[src/logic/ucg_cfg.svh]
`ifndef UCG_CFG_SVH
`define UCG_CFG_SVH
// ----------------------------------------------------------------
// Register offsets (byte addresses, one word each)
// ----------------------------------------------------------------
`define UCG_OFS_CTRL    4'h0
`define UCG_OFS_BAUD    4'h4
`define UCG_OFS_STATUS  4'h8
`define UCG_OFS_XCKDIV  4'hC
// ----------------------------------------------------------------
// Control register fields
// ----------------------------------------------------------------
`define UCG_CTRL_START  0
`define UCG_CTRL_ONEW   1
`define UCG_CTRL_MODE_L 2
`define UCG_CTRL_MODE_H 4
`define UCG_CTRL_INV    5
`define UCG_CTRL_PHASE  6
`define UCG_CTRL_ORDER  7
`define UCG_CTRL_OPEN_DRAIN_ENABLE   8
`define UCG_CTRL_TXEN   9
`define UCG_CTRL_RXEN   10
`define UCG_CTRL_W      11
// ----------------------------------------------------------------
// Status register fields
// ----------------------------------------------------------------
`define UCG_ST_BUSY     0
`define UCG_ST_DONE     1
`define UCG_ST_ERRDIV   2
`define UCG_ST_ERRFRAC  3
`define UCG_ST_ERRACT   4
`define UCG_ST_ACTIVE   5
`define UCG_ST_XCKIN    6
// ----------------------------------------------------------------
// Reset values and timing counts
// ----------------------------------------------------------------
`define UCG_BAUD_RST    16'h0040
`define UCG_XCKDIV_RST  16'h0004
`define UCG_DIV_MIN     16'h0040
`define UCG_XCK_HALF_MIN 16'h0003
`define UCG_STEP_CYC    3'h4
`endif

[src/logic/ucg_pkg.sv]
package ucg_pkg;
  typedef enum logic [2:0] {
    UCG_ASYNC, UCG_ASYNC_2X, UCG_SYNC_MASTER, UCG_SYNC_SLAVE, UCG_SPI_MASTER
  } ucg_mode_t;
  typedef enum logic [2:0] {
    S_IDLE, S_PINVAL, S_OPEN_DRAIN_ENABLE, S_PINDIR, S_FORMAT, S_MODE, S_ENABLE
  } ucg_state_t;
  // Settings applied to the device, in its own terms
  typedef struct packed {
    logic [15:0] divisor;
    ucg_mode_t   mode;
    logic        double_speed_setting;
    logic        pin_invert_enable;
    logic        spi_clock_phase;
    logic        spi_bit_order;
    logic        open_drain_enable;
    logic        tx_en;
    logic        rx_en;
  } ucg_dev_cfg_t;
  // Port pin value and direction for data and transfer clock pins
  typedef struct packed {
    logic txd_out;
    logic txd_dir;
    logic xck_out;
    logic xck_dir;
  } ucg_pins_t;
endpackage : ucg_pkg

[src/logic/ucg_host.sv]
// Notes on behaviour
// RL1 - Five clocking modes, internal or external clock
// RL2 - Async divisor: 10 integer, 6 fraction bits
// RL3 - Fraction bits shift receive sampling point
// RL4 - Never program async divisor below 64
// RL5 - Sync modes: integer part only, fraction zero
// RL6 - Bit rate formulas; sync at most half clock
// RL7 - Sixteen samples normal, eight double speed
// RL8 - Double speed via receiver speed select field
// RL9 - Double speed doubles rate, halves samples
// RL10 - External transfer clock below quarter clock
// RL11 - Each clock phase sampled at least twice
// RL12 - Clock pin output master, input slave
// RL13 - Sample on edge opposite data change
// RL14 - Invert selects change and sample edges
// RL15 - SPI master uses synchronous master divider
// RL16 - SPI mode from inversion and phase
// RL17 - No phase or inversion change mid-transfer
// RL18 - Full-duplex init order: pins, divisor, mode, enable
// RL19 - One-wire init: open drain before direction
// RL20 - No reprogramming while transmission in progress
// RL21 - Keep interrupts off during initialisation
// RL22 - Non-SPI frames: start, data, parity, stop
// RL23 - SPI frames eight bits, selectable order
// RL24 - Fraction accumulated, period stretched on overflow
//
// Decided for this implementation: the Avalon-MM interface to the registers and the register offsets.
`timescale 1ns/1ps
`default_nettype none
`include "ucg_cfg.svh"
module ucg_host
  import ucg_pkg::*;
(
  input  wire logic        clk_sys,
  input  wire logic        resetn,
  input  wire logic [3:0]  avs_address,
  input  wire logic        avs_read,
  input  wire logic        avs_write,
  input  wire logic [31:0] avs_writedata,
  output logic      [31:0] avs_readdata,
  output logic             avs_waitrequest,
  output ucg_dev_cfg_t     dev_cfg,
  output ucg_pins_t        dev_pins,
  output logic             dev_irq_en,
  input  wire logic        dev_active,
  input  wire logic        xck_i,
  output logic             xck_o,
  output logic             xck_oe_n
);
  localparam int SEQ_MAX = 40;
  // ----------------------------------------------------------------
  // Pin synchronisers
  // ----------------------------------------------------------------
  logic act_m_r, act_s_r, xck_m_r, xck_s_r;
  // Both device pins are asynchronous to clk_sys
  always_ff @(posedge clk_sys) begin
    if (!resetn) begin
      act_m_r <= 1'b0;
      act_s_r <= 1'b0;
      xck_m_r <= 1'b0;
      xck_s_r <= 1'b0;
    end else begin
      act_m_r <= dev_active;
      act_s_r <= act_m_r;
      xck_m_r <= xck_i;
      xck_s_r <= xck_m_r;
    end
  end
  // ----------------------------------------------------------------
  // Bus slave and register file
  // ----------------------------------------------------------------
  logic                 ack_r, ack_nxt;
  logic [31:0]          rdata_r, rdata_nxt;
  logic [`UCG_CTRL_W-1:0] ctrl_r, ctrl_nxt;
  logic [15:0]          baud_r, baud_nxt, xdiv_r, xdiv_nxt;
  logic [4:2]           flag_r, flag_nxt;
  logic                 done_flag_r, done_flag_nxt, seq_end;
  logic                 wr_ok, go_w, go_ok, bad_div, bad_frac, sync_md;
  ucg_mode_t            req_mode;
  ucg_state_t           state_r, state_nxt;
  assign avs_waitrequest = (avs_read | avs_write) & ~ack_r;
  assign avs_readdata    = rdata_r;
  // One wait cycle per access; start checks use the value being written
  always_comb begin
    ack_nxt   = (avs_read | avs_write) & ~ack_r;
    wr_ok     = avs_write & ack_r;
    ctrl_nxt  = ctrl_r;
    baud_nxt  = baud_r;
    xdiv_nxt  = xdiv_r;
    rdata_nxt = rdata_r;
    if (wr_ok && avs_address == `UCG_OFS_CTRL) begin
      ctrl_nxt = avs_writedata[`UCG_CTRL_W-1:0];
    end
    if (wr_ok && avs_address == `UCG_OFS_BAUD) begin
      baud_nxt = avs_writedata[15:0];
    end
    if (wr_ok && avs_address == `UCG_OFS_XCKDIV) begin
      xdiv_nxt = avs_writedata[15:0];
    end
    case (ctrl_nxt[`UCG_CTRL_MODE_H:`UCG_CTRL_MODE_L])
      3'h1:    req_mode = UCG_ASYNC_2X;
      3'h2:    req_mode = UCG_SYNC_MASTER;
      3'h3:    req_mode = UCG_SYNC_SLAVE;
      3'h4:    req_mode = UCG_SPI_MASTER;
      default: req_mode = UCG_ASYNC;
    endcase
    sync_md  = (req_mode != UCG_ASYNC) && (req_mode != UCG_ASYNC_2X);
    bad_div  = !sync_md && (baud_nxt < `UCG_DIV_MIN); // RL4
    bad_frac = sync_md && (baud_nxt[5:0] != 6'h00); // RL5
    go_w     = wr_ok && avs_address == `UCG_OFS_CTRL
               && avs_writedata[`UCG_CTRL_START] && state_r == S_IDLE;
    go_ok    = go_w && !bad_div && !bad_frac && !act_s_r; // RL20
    // Sticky errors and done: a new event beats a clear in the same cycle
    flag_nxt = flag_r;
    if (wr_ok && avs_address == `UCG_OFS_STATUS) begin
      flag_nxt = flag_r & ~avs_writedata[`UCG_ST_ERRACT:`UCG_ST_ERRDIV];
    end
    flag_nxt[`UCG_ST_ERRDIV]  = flag_nxt[`UCG_ST_ERRDIV] | (go_w & bad_div);
    flag_nxt[`UCG_ST_ERRFRAC] = flag_nxt[`UCG_ST_ERRFRAC] | (go_w & bad_frac);
    flag_nxt[`UCG_ST_ERRACT]  = flag_nxt[`UCG_ST_ERRACT] | (go_w & act_s_r); // RL17
    if (avs_read && !ack_r) begin
      case (avs_address)
        `UCG_OFS_CTRL:   rdata_nxt = {21'h00_0000, ctrl_r};
        `UCG_OFS_BAUD:   rdata_nxt = {16'h0000, baud_r};
        `UCG_OFS_XCKDIV: rdata_nxt = {16'h0000, xdiv_r};
        `UCG_OFS_STATUS: rdata_nxt = {25'h000_0000, xck_s_r, act_s_r,
                                      flag_r, done_flag_r, state_r != S_IDLE};
        default:         rdata_nxt = 32'h0000_0000;
      endcase
    end
  end
  // Done is kept apart from the errors: the sequencer sets it
  always_comb begin
    done_flag_nxt = done_flag_r;
    if (wr_ok && avs_address == `UCG_OFS_STATUS && avs_writedata[`UCG_ST_DONE]) begin
      done_flag_nxt = 1'b0;
    end
    if (seq_end) begin
      done_flag_nxt = 1'b1;
    end
  end
  always_ff @(posedge clk_sys) begin
    if (!resetn) begin
      ack_r       <= 1'b0;
      rdata_r     <= 32'h0000_0000;
      ctrl_r      <= 11'h000;
      baud_r      <= `UCG_BAUD_RST;
      xdiv_r      <= `UCG_XCKDIV_RST;
      flag_r      <= 3'h0;
      done_flag_r <= 1'b0;
    end else begin
      ack_r       <= ack_nxt;
      rdata_r     <= rdata_nxt;
      ctrl_r      <= {ctrl_nxt[`UCG_CTRL_W-1:1], 1'b0};
      baud_r      <= baud_nxt;
      xdiv_r      <= xdiv_nxt;
      flag_r      <= flag_nxt;
      done_flag_r <= done_flag_nxt;
    end
  end
  // ----------------------------------------------------------------
  // Initialisation sequencer
  // ----------------------------------------------------------------
  logic [2:0]   cnt_r, cnt_nxt;
  ucg_dev_cfg_t cfg_r, cfg_nxt, req_r, req_nxt;
  ucg_pins_t    pins_r, pins_nxt;
  logic         irq_r, irq_nxt, onew_r, onew_nxt, step_done;
  assign dev_cfg    = cfg_r;
  assign dev_pins   = pins_r;
  assign dev_irq_en = irq_r;
  // Each step is held a few cycles so the device sees them in order
  always_comb begin
    state_nxt = state_r;
    cnt_nxt   = cnt_r + 3'h1;
    cfg_nxt   = cfg_r;
    pins_nxt  = pins_r;
    irq_nxt   = irq_r;
    req_nxt   = req_r;
    onew_nxt  = onew_r;
    step_done = (cnt_r == `UCG_STEP_CYC - 3'h1);
    seq_end   = 1'b0;
    case (state_r)
      S_IDLE: begin
        cnt_nxt = 3'h0;
        if (go_ok) begin
          state_nxt = S_PINVAL;
          onew_nxt  = ctrl_nxt[`UCG_CTRL_ONEW];
          req_nxt   = '{divisor: baud_nxt, mode: req_mode,
                        double_speed_setting: req_mode == UCG_ASYNC_2X,
                        pin_invert_enable: ctrl_nxt[`UCG_CTRL_INV],
                        spi_clock_phase: ctrl_nxt[`UCG_CTRL_PHASE],
                        spi_bit_order: ctrl_nxt[`UCG_CTRL_ORDER],
                        open_drain_enable: ctrl_nxt[`UCG_CTRL_OPEN_DRAIN_ENABLE],
                        tx_en: ctrl_nxt[`UCG_CTRL_TXEN],
                        rx_en: ctrl_nxt[`UCG_CTRL_RXEN]};
          irq_nxt   = 1'b0; // RL21
          cfg_nxt.tx_en = 1'b0;
          cfg_nxt.rx_en = 1'b0;
        end
      end
      S_PINVAL: begin
        pins_nxt.txd_out = 1'b1; // RL18
        pins_nxt.xck_out = 1'b0;
        if (step_done) begin
          state_nxt = onew_r ? S_OPEN_DRAIN_ENABLE : S_PINDIR;
          cnt_nxt   = 3'h0;
        end
      end
      S_OPEN_DRAIN_ENABLE: begin
        cfg_nxt.open_drain_enable = req_r.open_drain_enable; // RL19
        if (step_done) begin
          state_nxt = S_PINDIR;
          cnt_nxt   = 3'h0;
        end
      end
      S_PINDIR: begin
        pins_nxt.txd_dir = 1'b1; // RL18
        // Device clock pin is an output only while the device masters it
        pins_nxt.xck_dir = (req_r.mode == UCG_SYNC_MASTER)
                           || (req_r.mode == UCG_SPI_MASTER); // RL12
        if (step_done) begin
          state_nxt = S_FORMAT;
          cnt_nxt   = 3'h0;
        end
      end
      S_FORMAT: begin
        cfg_nxt.divisor       = req_r.divisor; // RL4 RL5
        cfg_nxt.spi_bit_order = req_r.spi_bit_order;
        if (step_done) begin
          state_nxt = S_MODE;
          cnt_nxt   = 3'h0;
        end
      end
      S_MODE: begin
        cfg_nxt.mode                 = req_r.mode;
        cfg_nxt.double_speed_setting = req_r.double_speed_setting;
        cfg_nxt.pin_invert_enable    = req_r.pin_invert_enable;
        cfg_nxt.spi_clock_phase      = req_r.spi_clock_phase;
        if (step_done) begin
          state_nxt = S_ENABLE;
          cnt_nxt   = 3'h0;
        end
      end
      S_ENABLE: begin
        cfg_nxt.tx_en = req_r.tx_en; // RL18
        cfg_nxt.rx_en = req_r.rx_en;
        if (step_done) begin
          state_nxt = S_IDLE;
          cnt_nxt   = 3'h0;
          irq_nxt   = 1'b1; // RL21
          seq_end   = 1'b1;
        end
      end
      default: begin
        state_nxt = S_IDLE;
        cnt_nxt   = 3'h0;
      end
    endcase
  end
  always_ff @(posedge clk_sys) begin
    if (!resetn) begin
      state_r <= S_IDLE;
      cnt_r   <= 3'h0;
      cfg_r   <= '{divisor: `UCG_BAUD_RST, mode: UCG_ASYNC, default: 1'b0};
      req_r   <= '{divisor: `UCG_BAUD_RST, mode: UCG_ASYNC, default: 1'b0};
      pins_r  <= 4'h0;
      irq_r   <= 1'b1;
      onew_r  <= 1'b0;
    end else begin
      state_r <= state_nxt;
      cnt_r   <= cnt_nxt;
      cfg_r   <= cfg_nxt;
      req_r   <= req_nxt;
      pins_r  <= pins_nxt;
      irq_r   <= irq_nxt;
      onew_r  <= onew_nxt;
    end
  end
  // ----------------------------------------------------------------
  // External transfer clock for the device in slave mode
  // ----------------------------------------------------------------
  logic [15:0] xc_r, xc_nxt, half;
  logic        xo_r, xo_nxt, oen_r, oen_nxt;
  assign xck_o    = xo_r;
  assign xck_oe_n = oen_r;
  // Half period clamped so each phase spans at least three of our clocks,
  // which keeps the rate under a quarter of a like device clock
  always_comb begin
    half    = (xdiv_r < `UCG_XCK_HALF_MIN) ? `UCG_XCK_HALF_MIN : xdiv_r; // RL10 RL11
    oen_nxt = !(cfg_r.mode == UCG_SYNC_SLAVE); // RL12
    xc_nxt  = 16'h0000;
    xo_nxt  = 1'b0;
    if (!oen_r) begin
      xc_nxt = xc_r + 16'h0001;
      xo_nxt = xo_r;
      if (xc_r >= half - 16'h0001) begin
        xc_nxt = 16'h0000;
        xo_nxt = !xo_r;
      end
    end
  end
  always_ff @(posedge clk_sys) begin
    if (!resetn) begin
      xc_r  <= 16'h0000;
      xo_r  <= 1'b0;
      oen_r <= 1'b1;
    end else begin
      xc_r  <= xc_nxt;
      xo_r  <= xo_nxt;
      oen_r <= oen_nxt;
    end
  end
endmodule : ucg_host
`default_nettype wire

[config.mk]
export PLATFORM = sky130hd
export DESIGN_NAME = ucg_host
export DESIGN_NICKNAME = d
export VERILOG_FILES = /design/src/logic/ucg_pkg.sv /design/src/logic/ucg_host.sv
export VERILOG_INCLUDE_DIRS = /design/src /design/src/logic
export SDC_FILE = /design/constraint.sdc
export NUM_CORES = 1
export LEC_CHECK = 0
export ABC_CLOCK_PERIOD_IN_PS = 4300
export BUFFER_PORTS_ARGS = -buffer_cell sky130_fd_sc_hd__buf_4
export CAP_MARGIN = 20
export CELL_PAD_IN_SITES_DETAIL_PLACEMENT = 0
export CELL_PAD_IN_SITES_GLOBAL_PLACEMENT = 2
export CORE_MARGIN = 3
export CORE_UTILIZATION = 31
export CTS_CLUSTER_DIAMETER = 40
export DETAILED_ROUTE_END_ITERATION = 12
export HOLD_SLACK_MARGIN = 0.05
export PLACE_DENSITY_LB_ADDON = 0.1
export SLEW_MARGIN = 15
export SYNTH_ARGS = -nofsm -noshare
export SYNTH_HDL_FRONTEND = slang
export SYNTH_SLANG_ARGS = --single-unit
[constraint.sdc]
create_clock -name clk_sys -period 4.3 [get_ports clk_sys]
set_clock_uncertainty 0.15 [all_clocks]
set_input_delay 0 -clock clk_sys [delete_from_list [all_inputs] [get_ports clk_sys]]
set_output_delay 0 -clock clk_sys [all_outputs]
set_load 0.02 [all_outputs]
# Word level (Yosys, flattened, before mapping)
# Cells that the tools add are included.
dict set report classes {
  eq_ne 26
  order_cmp 3
  add_sub_neg 3
  bitwise_logic 14
  reduce_logical 37
  n_mux 24
}
# cell count
set ops {}
lappend ops {{$pmux 16 s4} 1}
lappend ops {{$mux 16} 2}
lappend ops {{$mux 3} 8}
lappend ops {{$eq 3x2->1 const B} 7}
lappend ops {{$pmux 3 s7} 1}
lappend ops {{$add 16x1->16 const B} 1}
lappend ops {{$ge 16x16->1} 1}
lappend ops {{$lt 16x2->1 const B} 1}
lappend ops {{$lt 16x7->1 const B} 1}
lappend ops {{$sub 16x1->16 const B} 1}
lappend ops {{$eq 3x3->1 const B} 5}
lappend ops {{$logic_and 1x1->1} 14}
lappend ops {{$ne 2x2->1 const B} 7}
lappend ops {{$pmux 3 s4} 1}
lappend ops {{$mux 11} 1}
lappend ops {{$eq 3x1->1 const B} 3}
lappend ops {{$eq 4x4->1 const B} 2}
lappend ops {{$logic_not 1->1} 7}
lappend ops {{$mux 1} 7}
lappend ops {{$reduce_and 7->1} 1}
lappend ops {{$reduce_bool 3->1} 2}
lappend ops {{$reduce_bool 6->1} 1}
lappend ops {{$reduce_or 3->1} 2}
lappend ops {{$reduce_or 6->1} 1}
lappend ops {{18 further kinds} 29}
dict set report totals {
  elab_cells 147
  in_bits 42
  output_inout_bits 66
  ff_bits 165
}

# Longest topological paths before layout
# Gate-level depths: netlist (run 1).
dict set report depth {
  ltp_word 15
  mapped_depth 17
}

# Least setup slack after synthesis (run 1)
# No wires, ideal clock.
dict set report synth_path {
  kind {reg-to-reg}
  start {reg xdiv_r[7]}
  end {reg xc_r[10]}
  stages_incl_launch_ff 17
  n_path_buf 1
  period_less_slack_ns 3.972
  required_ns 4.022
  arrival_time_ns 3.695
  path_slack_ns 0.328
  cell_sequence {dfxtp_1 > or4_1 > nor4_1 > nand2b_1 > a2111oi_2 > nor2_1 > ha_1 > nand3_1 > nor4_1 > xnor2_1 > ha_1 > a41o_1 > a21oi_1 > o21a_1 > o21ai_1 > clkbuf_1 > nor2_1}
}
dict set report synth_between {
  elab_chain_cells 5
}
# item line_no
set synth_lines {}
lappend synth_lines {{start, declared} ucg_host.sv:75} ;# logic [15:0] baud_r, baud_nxt, xdiv_r, xdiv_nxt;
lappend synth_lines {{start signal, assigned} ucg_host.sv:148} ;# xdiv_r <= `UCG_XCKDIV_RST;
lappend synth_lines {{start signal, assigned} ucg_host.sv:156} ;# xdiv_r <= xdiv_nxt;
lappend synth_lines {{$lt 16x2->1 (no source line)} n/a}
lappend synth_lines {{$mux 16 *} ucg_host.sv:289} ;# half = (xdiv_r < `UCG_XCK_HALF_MIN) ? `UCG_XCK_HALF_MIN : xdiv_r;
lappend synth_lines {{$sub 16x1->16 *} ucg_host.sv:296} ;# if (xc_r >= half - 16'h0001) begin
lappend synth_lines {{$ge 16x16->1 *} ucg_host.sv:296}
lappend synth_lines {{$reduce_or 3->1 (no source line) *} n/a}
lappend synth_lines {{end signal, assigned} ucg_host.sv:308} ;# xc_r <= xc_nxt;
lappend synth_lines {{end, declared} ucg_host.sv:282} ;# logic [15:0] xc_r, xc_nxt, half;
# Every way passes the cells marked *; elsewhere a longest branch is shown, timed or not.
# A chain may end at the register's enable or synchronous reset.

# Worst setup path after layout (run 1)
dict set report layout_path {
  start {reg xdiv_r[7]}
  end {reg xc_r[11]}
}
# Same word-level chain as after synthesis.

==> flow_summary.toml, run 1 <==
[sta]
fmax_mhz = 250
timing.setup.tns_ns = 0
worstMarginPinSlew_ns = 0.833
slew_headroom = 0.443
finalHoldViolations = 0
rsz0062_at_grt = "false"
fin_crit_ns = 4.01
drv_slew = 0
setup_viol = 0
period_share = 0.932

[synth]
syn_area_um2 = 6570
yosys_most_used_dff = "dfxtp_1"
synth_cell_types = 62
synth_seq_cells = 148
synth_sequential_area_ratio = 0.451
syn_avg_cell_area_um2 = 8.83
synth-edff-count = 0
synthArstFlopShare = 0
ys_warn_count = 0
synth_cells = 744

[finish]
fin_nets = 927
area_delta_synth_final_pct = 28.4
finish.utilization = 0.412
drive_gt1_frac = 0.173
final_common_cell = "dfxtp_1"
n_antenna_cell = 0
final_cell_mix = "148 x dfxtp_1, 98 x nor2_1, 94 x nand2_1"

[global_route]
grt_max_degree = 40
grt_pass1_wl_mm = 30.3
grt-ovfl-total = 0
track_usage = 0.172
antenna_found_initial = 0
grt_pass1_vias = 5490

[cts]
cts_root_buf = "clkbuf_16"
clockBufferDepth = 2
cts_tree = "done"
cts.sinks = 148
cts_made_buffers = 17
htreeDepth = 4
clk_latency_ns = 0.44
clk_pin_slew_ns = 0.07

[critical_path]
crit_path_max_fanout = 16
end_kind = "flip-flop"
worstPathArrival_ns = 4.22
critPathRequiredTime_ns = 4.52
criticalPathCategory = "flip-flop to flip-flop"
critPathLaunchType = "flip-flop"

[power]
p_leak_uw = 0.00319
p_per_area_nw_per_um2 = 357
ir_worst_vdd_mv = 0.254

[routing]
wl_per_cell_um = 16.8
first_iter_violations = 269
wirelength_mm = 19.3
postRouteAntennaNets = 0
viasPerCell = 4.93
vias = 5658
drc = 0
first_pass_iters = 5

[die]
die_width_um = 152
die_y_um = 152
dieArea_um2 = 23000
core_area_um2 = 20500
start_util = 0.321
pin_count = 108
rows = 52

[placed_design]
gp_congestion = 0.782
dp_hpwl_mm = 13.9
portBuffers = 74

[hold_path]
hp-class = "input port to flip-flop"

[job]
max_cap_viol_count = 0

[outcome]
outcome = "complete, no violations"
cell usage after synthesis, drive strengths merged, types with 2 or more instances:
| cell type | number | area (um2) |
|---|---|---|
| o21a | 3 | 30.0 |
| mux2 | 13 | 146 |
| clkbuf | 24 | 90.1 |
| or4 | 2 | 15.0 |
| nor2b | 5 | 31.3 |
| a22oi | 19 | 143 |
| nand4 | 4 | 25.0 |
| dfxtp | 148 | 2960 |
| xor2 | 10 | 87.6 |
| mux2i | 32 | 320 |
| o22a | 8 | 70.1 |
| and2 | 20 | 125 |
| a211oi | 3 | 22.5 |
| xnor2 | 18 | 158 |
| nor3 | 17 | 96.4 |
| nor4 | 12 | 75.1 |
| or3 | 3 | 18.8 |
| inv | 8 | 30.0 |
| ha | 20 | 250 |
| o211ai | 2 | 15.0 |
| a31oi | 2 | 12.5 |
| buf | 25 | 169 |
| nand3 | 19 | 95.1 |
| nor4b | 2 | 32.5 |
| nand2b | 9 | 56.3 |
| a21oi | 74 | 382 |
| nand2 | 95 | 364 |
| o21ai | 13 | 76.3 |
| nor2 | 99 | 374 |
| nor3b | 3 | 22.5 |
| a222oi | 5 | 50.1 |
| a21o | 5 | 37.5 |
| and3 | 4 | 25.0 |
final timing paths:
kind	startpoint	end	slack, ns	cells past startpoint
worst max register to register	xdiv_r[7]	xc_r[11]	0.29	17
worst max-delay path	xdiv_r[7]	xc_r[11]	0.29	17
worst min register to register	cnt_r[0]	cnt_r[0]	0.28	1
worst min-delay path	avs_address[2]	flag_r[4]	0.17	6
final cells by class:
cell class,instances,area (um2)
inverters,9,33.8
repair buffers,135,1120
fillers,2066,12100
multi-input cells,554,3400
clock buffers,18,439
clock inverters,14,139
flip-flops and latches,148,2960
well taps,270,338
worst max-delay path: stages (launching register included):
cell       delay (ns)
dfxtp_1          0.32
or4_1            0.60
nor4_2           0.20
nand2b_1         0.18
a2111oi_4        0.33
nor2_1           0.11
ha_1             0.26
nand3_1          0.16
nor3_1           0.09
xnor2_1          0.13
ha_1             0.19
a21o_1           0.17
a21o_1           0.17
a21oi_1          0.21
o2111a_1         0.25
o21ai_1          0.07
buf_4            0.21
nor2_1           0.13
metrics by stage:
step | cells | hold WS [ns] | instance area, um2 | setup WS [ns] | power (uW)
detailed placement | 1073 | 0.0657 | 7410 | 0.0915 | 1550
global placement | 1073 | 0.0749 | 7410 | 0.265 | 1550
floorplan | 760 | -0.0259 | 6630 | 0.328 | 1510
CTS | 1147 | 0.167 | 8410 | 0.0689 | 3050
finish | 1148 | 0.169 | 8430 | 0.294 | 3010
global route | 1148 | 0.205 | 8430 | 0.0296 | 3130
metal layers:
| metal | share of wire | wire [um] | global-route usage | up-vias |
|---|---|---|---|---|
| met5 | 0 | 0 | 0 | - |
| met4 | 0.011 | 216 | 0.0517 | 0 |
| met3 | 0.045 | 864 | 0.0354 | 16 |
| met2 | 0.48 | 9260 | 0.278 | 128 |
| met1 | 0.46 | 8970 | 0.231 | 2698 |
| li1 | - | - | - | 2816 |
power by group:
part	internal, uW	switching (uW)
registers	1380	8.89
logic	58.1	97.0
clock network	825	642
what timing repair did:
| item | in CTS | in global routing |
|---|---|---|
| endpoints found under the setup margin | 0 | 17 |
| endpoints found under the hold margin | 91 | 0 |
| setup buffers | 0 | 1 |
| hold buffers | 42 | 0 |
| gates resized for setup | 0 | 2 |
logic make-up (layout without fill, tap and decap cells):
group / Yosys count / count (layout) / synth area share
flops: 148 / 148 / 0.451
buf+inv: 58 / 176 / 0.0446
xor+xnor: 28 / 28 / 0.0373
mux: 45 / 45 / 0.0710
compound gates: 145 / 145 / 0.144
simple gates: 299 / 299 / 0.213
fa+ha+maj: 20 / 20 / 0.0381
other cells: 1 / 17 / 0.000571
registers in the layout (all words and copies together), names as in the netlist, 3 cells and up:
register,cells
avs_readdata,16
baud_r,16
cnt_r,3
ctrl_r,10
dev_cfg,26
dev_pins,3
flag_r,3
req_r,26
state_r,3
xc_r,16
xdiv_r,16
No activity file was read; power rests on OpenSTA's default activity.
==> run 2, diff against run 1 <==
--- a/config.mk
+++ b/config.mk
@@ -6,13 +6,14 @@
 export SDC_FILE = /design/constraint.sdc
 export NUM_CORES = 1
 export LEC_CHECK = 0
+export ABC_AREA = 1
 export ABC_CLOCK_PERIOD_IN_PS = 4300
 export BUFFER_PORTS_ARGS = -buffer_cell sky130_fd_sc_hd__buf_4
 export CAP_MARGIN = 20
 export CELL_PAD_IN_SITES_DETAIL_PLACEMENT = 0
 export CELL_PAD_IN_SITES_GLOBAL_PLACEMENT = 2
 export CORE_MARGIN = 3
-export CORE_UTILIZATION = 31
+export CORE_UTILIZATION = 29
 export CTS_CLUSTER_DIAMETER = 40
 export DETAILED_ROUTE_END_ITERATION = 12
 export HOLD_SLACK_MARGIN = 0.05
==> run 2 against run 1 <==
  * Routed wire length increased by 7.6%
  * Sequential power barely moved
  * Critical path depth is 5 higher
  * Via count up 8.6%
  * Power fell by 1.6%
  * Sequential share of layout area rose by 0.073 points
  * Clock power is 4% lower
  * Clock-buffer cell count down 1
  * Die area up 9.8%
  * Register-to-register slack better by 0.28 ns
==> flow_summary.toml, run 2 <==
[outcome]
outcome = "complete, no violations"

[global_route]
grt_pass1_wl_mm = 33.3
grt-ovfl-total = 0
grt_pass1_vias = 5920
track_usage = 0.166
antenna_found_initial = 0
grt_max_degree = 54

[routing]
wirelength_mm = 20.8
drc = 0
viasPerCell = 4.51
first_iter_violations = 384
postRouteAntennaNets = 0
first_pass_iters = 4
vias = 6146
wl_per_cell_um = 15.2

[sta]
rsz0062_at_grt = "false"
slew_headroom = 0.379
finalHoldViolations = 0
fmax_mhz = 268
timing.setup.tns_ns = 0
drv_slew = 0
fin_crit_ns = 3.73
period_share = 0.867
worstMarginPinSlew_ns = 0.924
setup_viol = 0

[synth]
synth_top_cell_by_area = "dfxtp_1"
synth-edff-count = 0
syn_avg_cell_area_um2 = 7.18
synthArstFlopShare = 0
synth_seq_cells = 148
synth.most_common_cell = "nand2_1"
synth_commonest_cells = "169 x nand2_1, 148 x dfxtp_1, 143 x nor2_1"
ys_warn_count = 0
synth_sequential_area_ratio = 0.437
synth_area_leaders = "dfxtp_1 44%, nand2_1 9.4%, nor2_1 7.9%"
synth_cells = 943
synth_top_area_frac = 0.437
synth_cell_types = 35
yosys_most_used_dff = "dfxtp_1"
syn_area_um2 = 6770

[critical_path]
critPathRequiredTime_ns = 4.50
worstPathArrival_ns = 3.93
end_kind = "flip-flop"
critPathLaunchType = "flip-flop"
slowest_stage = "dfxtp_1"
max_stage_delay_ns = 0.39
crit_chain = "inv_1 > nand2_1 > nor2_1 > nand2_1 > nor2_1 > nor2_1 > ha_1 > nand2_1 > nor3_2 > nand2_1 > nor3_1 > xor2_1 > inv_1 > ha_1 > nand2_1 > inv_1 > nand3_1 > inv_1 > a21oi_1 > nand3_1 > or2_4 > nor3b_1"
r2r_start = "xdiv_r[8]"
critPathLaunch = "xdiv_r[8]"
crit_path_max_fanout = 16
crit_top_cell = "nand2_1"
criticalPathCategory = "flip-flop to flip-flop"

[power]
p_per_area_nw_per_um2 = 352
p_leak_uw = 0.00350
power_uw = 2960
ir_worst_vdd_mv = 0.222

[die]
dieArea_um2 = 25200
core_area_um2 = 22800
die_width_um = 159
die_y_um = 159
rows = 55
pin_count = 108
start_util = 0.297

[finish]
final_cell_mix = "169 x nand2_1, 148 x dfxtp_1, 143 x nor2_1"
area_delta_synth_final_pct = 24.3
drive_gt1_frac = 0.130
final_common_cell = "nand2_1"
finish.utilization = 0.370
n_antenna_cell = 0
design_area_um2 = 8420
fin_nets = 1099
fill_cells = 2547

[cts]
cts_root_buf = "clkbuf_16"
clk_latency_ns = 0.43
cts_tree = "done"
cts.sinks = 148
clockBufferDepth = 2
clk_pin_slew_ns = 0.07
htreeDepth = 4
cts_made_buffers = 17

[placed_design]
dp_hpwl_mm = 15.3
gp_congestion = 0.803
post_dp_cell_area_um2 = 7560
portBuffers = 74

[hold_path]
hp-class = "input port to flip-flop"
worstHoldStart = "xck_i"

[job]
max_cap_viol_count = 0
==> run 2: cell families after synthesis <==
family          share of synthesized area
compound gates                      0.152
simple gates                        0.253
flops                               0.437
buf+inv                             0.102
fa+ha+maj                          0.0369
other cells                      0.000554
xor+xnor                           0.0181
==> run 2: layout make-up <==
| class | instances | area [um2] | share of cell area |
|---|---|---|---|
| well taps | 313 | 392 | 0.0465 |
| multi-input cells | 653 | 3190 | 0.379 |
| clock buffers | 17 | 425 | 0.0505 |
| flip-flops and latches | 148 | 2960 | 0.352 |
| inverters | 101 | 379 | 0.0450 |
| clock inverters | 15 | 123 | 0.0146 |
| repair buffers | 116 | 946 | 0.112 |
==> run 2: worst paths after layout <==
path	slack, ns	endpoint	cells past startpoint
worst min-delay path	0.14	xck_m_r	4
worst min register to register	0.26	xck_s_r	2
worst max-delay path	0.57	xc_r[3]	22
worst max register to register	0.57	xc_r[3]	22
==> run 2: repair_timing <==
action / 4_1_cts / 5_1_grt
hold buffers: 30 / 0
endpoints found under the setup margin: 0 / 16
buffers inserted: 0 / 0
gates resized for setup: 0 / 2
endpoints found under the hold margin: 101 / 0
==> run 2: worst max-delay path: cells and delay by family, from the launching register on <==
kind,cells,cell delay (ns)
AND/OR/NAND/NOR,14,2.01
XOR/XNOR,1,0.17
adder cells (fa/ha/maj),2,0.51
flip-flops,1,0.39
buffers and inverters,4,0.27
AO/OA/AOI/OAI,1,0.13
==> run 2: power breakdown <==
| part | internal (uW) | switching, uW |
|---|---|---|
| Clock | 752 | 654 |
| Combinational | 59.3 | 115 |
| Sequential | 1380 | 4.77 |
| Total | 2190 | 774 |
==> run 2: per-stage QoR <==
step,setup WS [ns],hold WS [ns],std cells
2_1_floorplan,0.672,-0.0524,959
3_3_place_gp,0.393,0.0367,1301
3_5_place_dp,0.289,0.0369,1301
4_1_cts,0.270,0.122,1363
5_1_grt,0.000225,0.146,1363
6_report,0.573,0.143,1363
==> run 2: metal layers <==
metal  vias up  wire length (um)  GRT usage
li1       3231                 -          -
met1      2800             11100      0.245
met2       106              8910      0.250
met3         9               652     0.0297
met4         0               150     0.0382
met5         -                 0          0
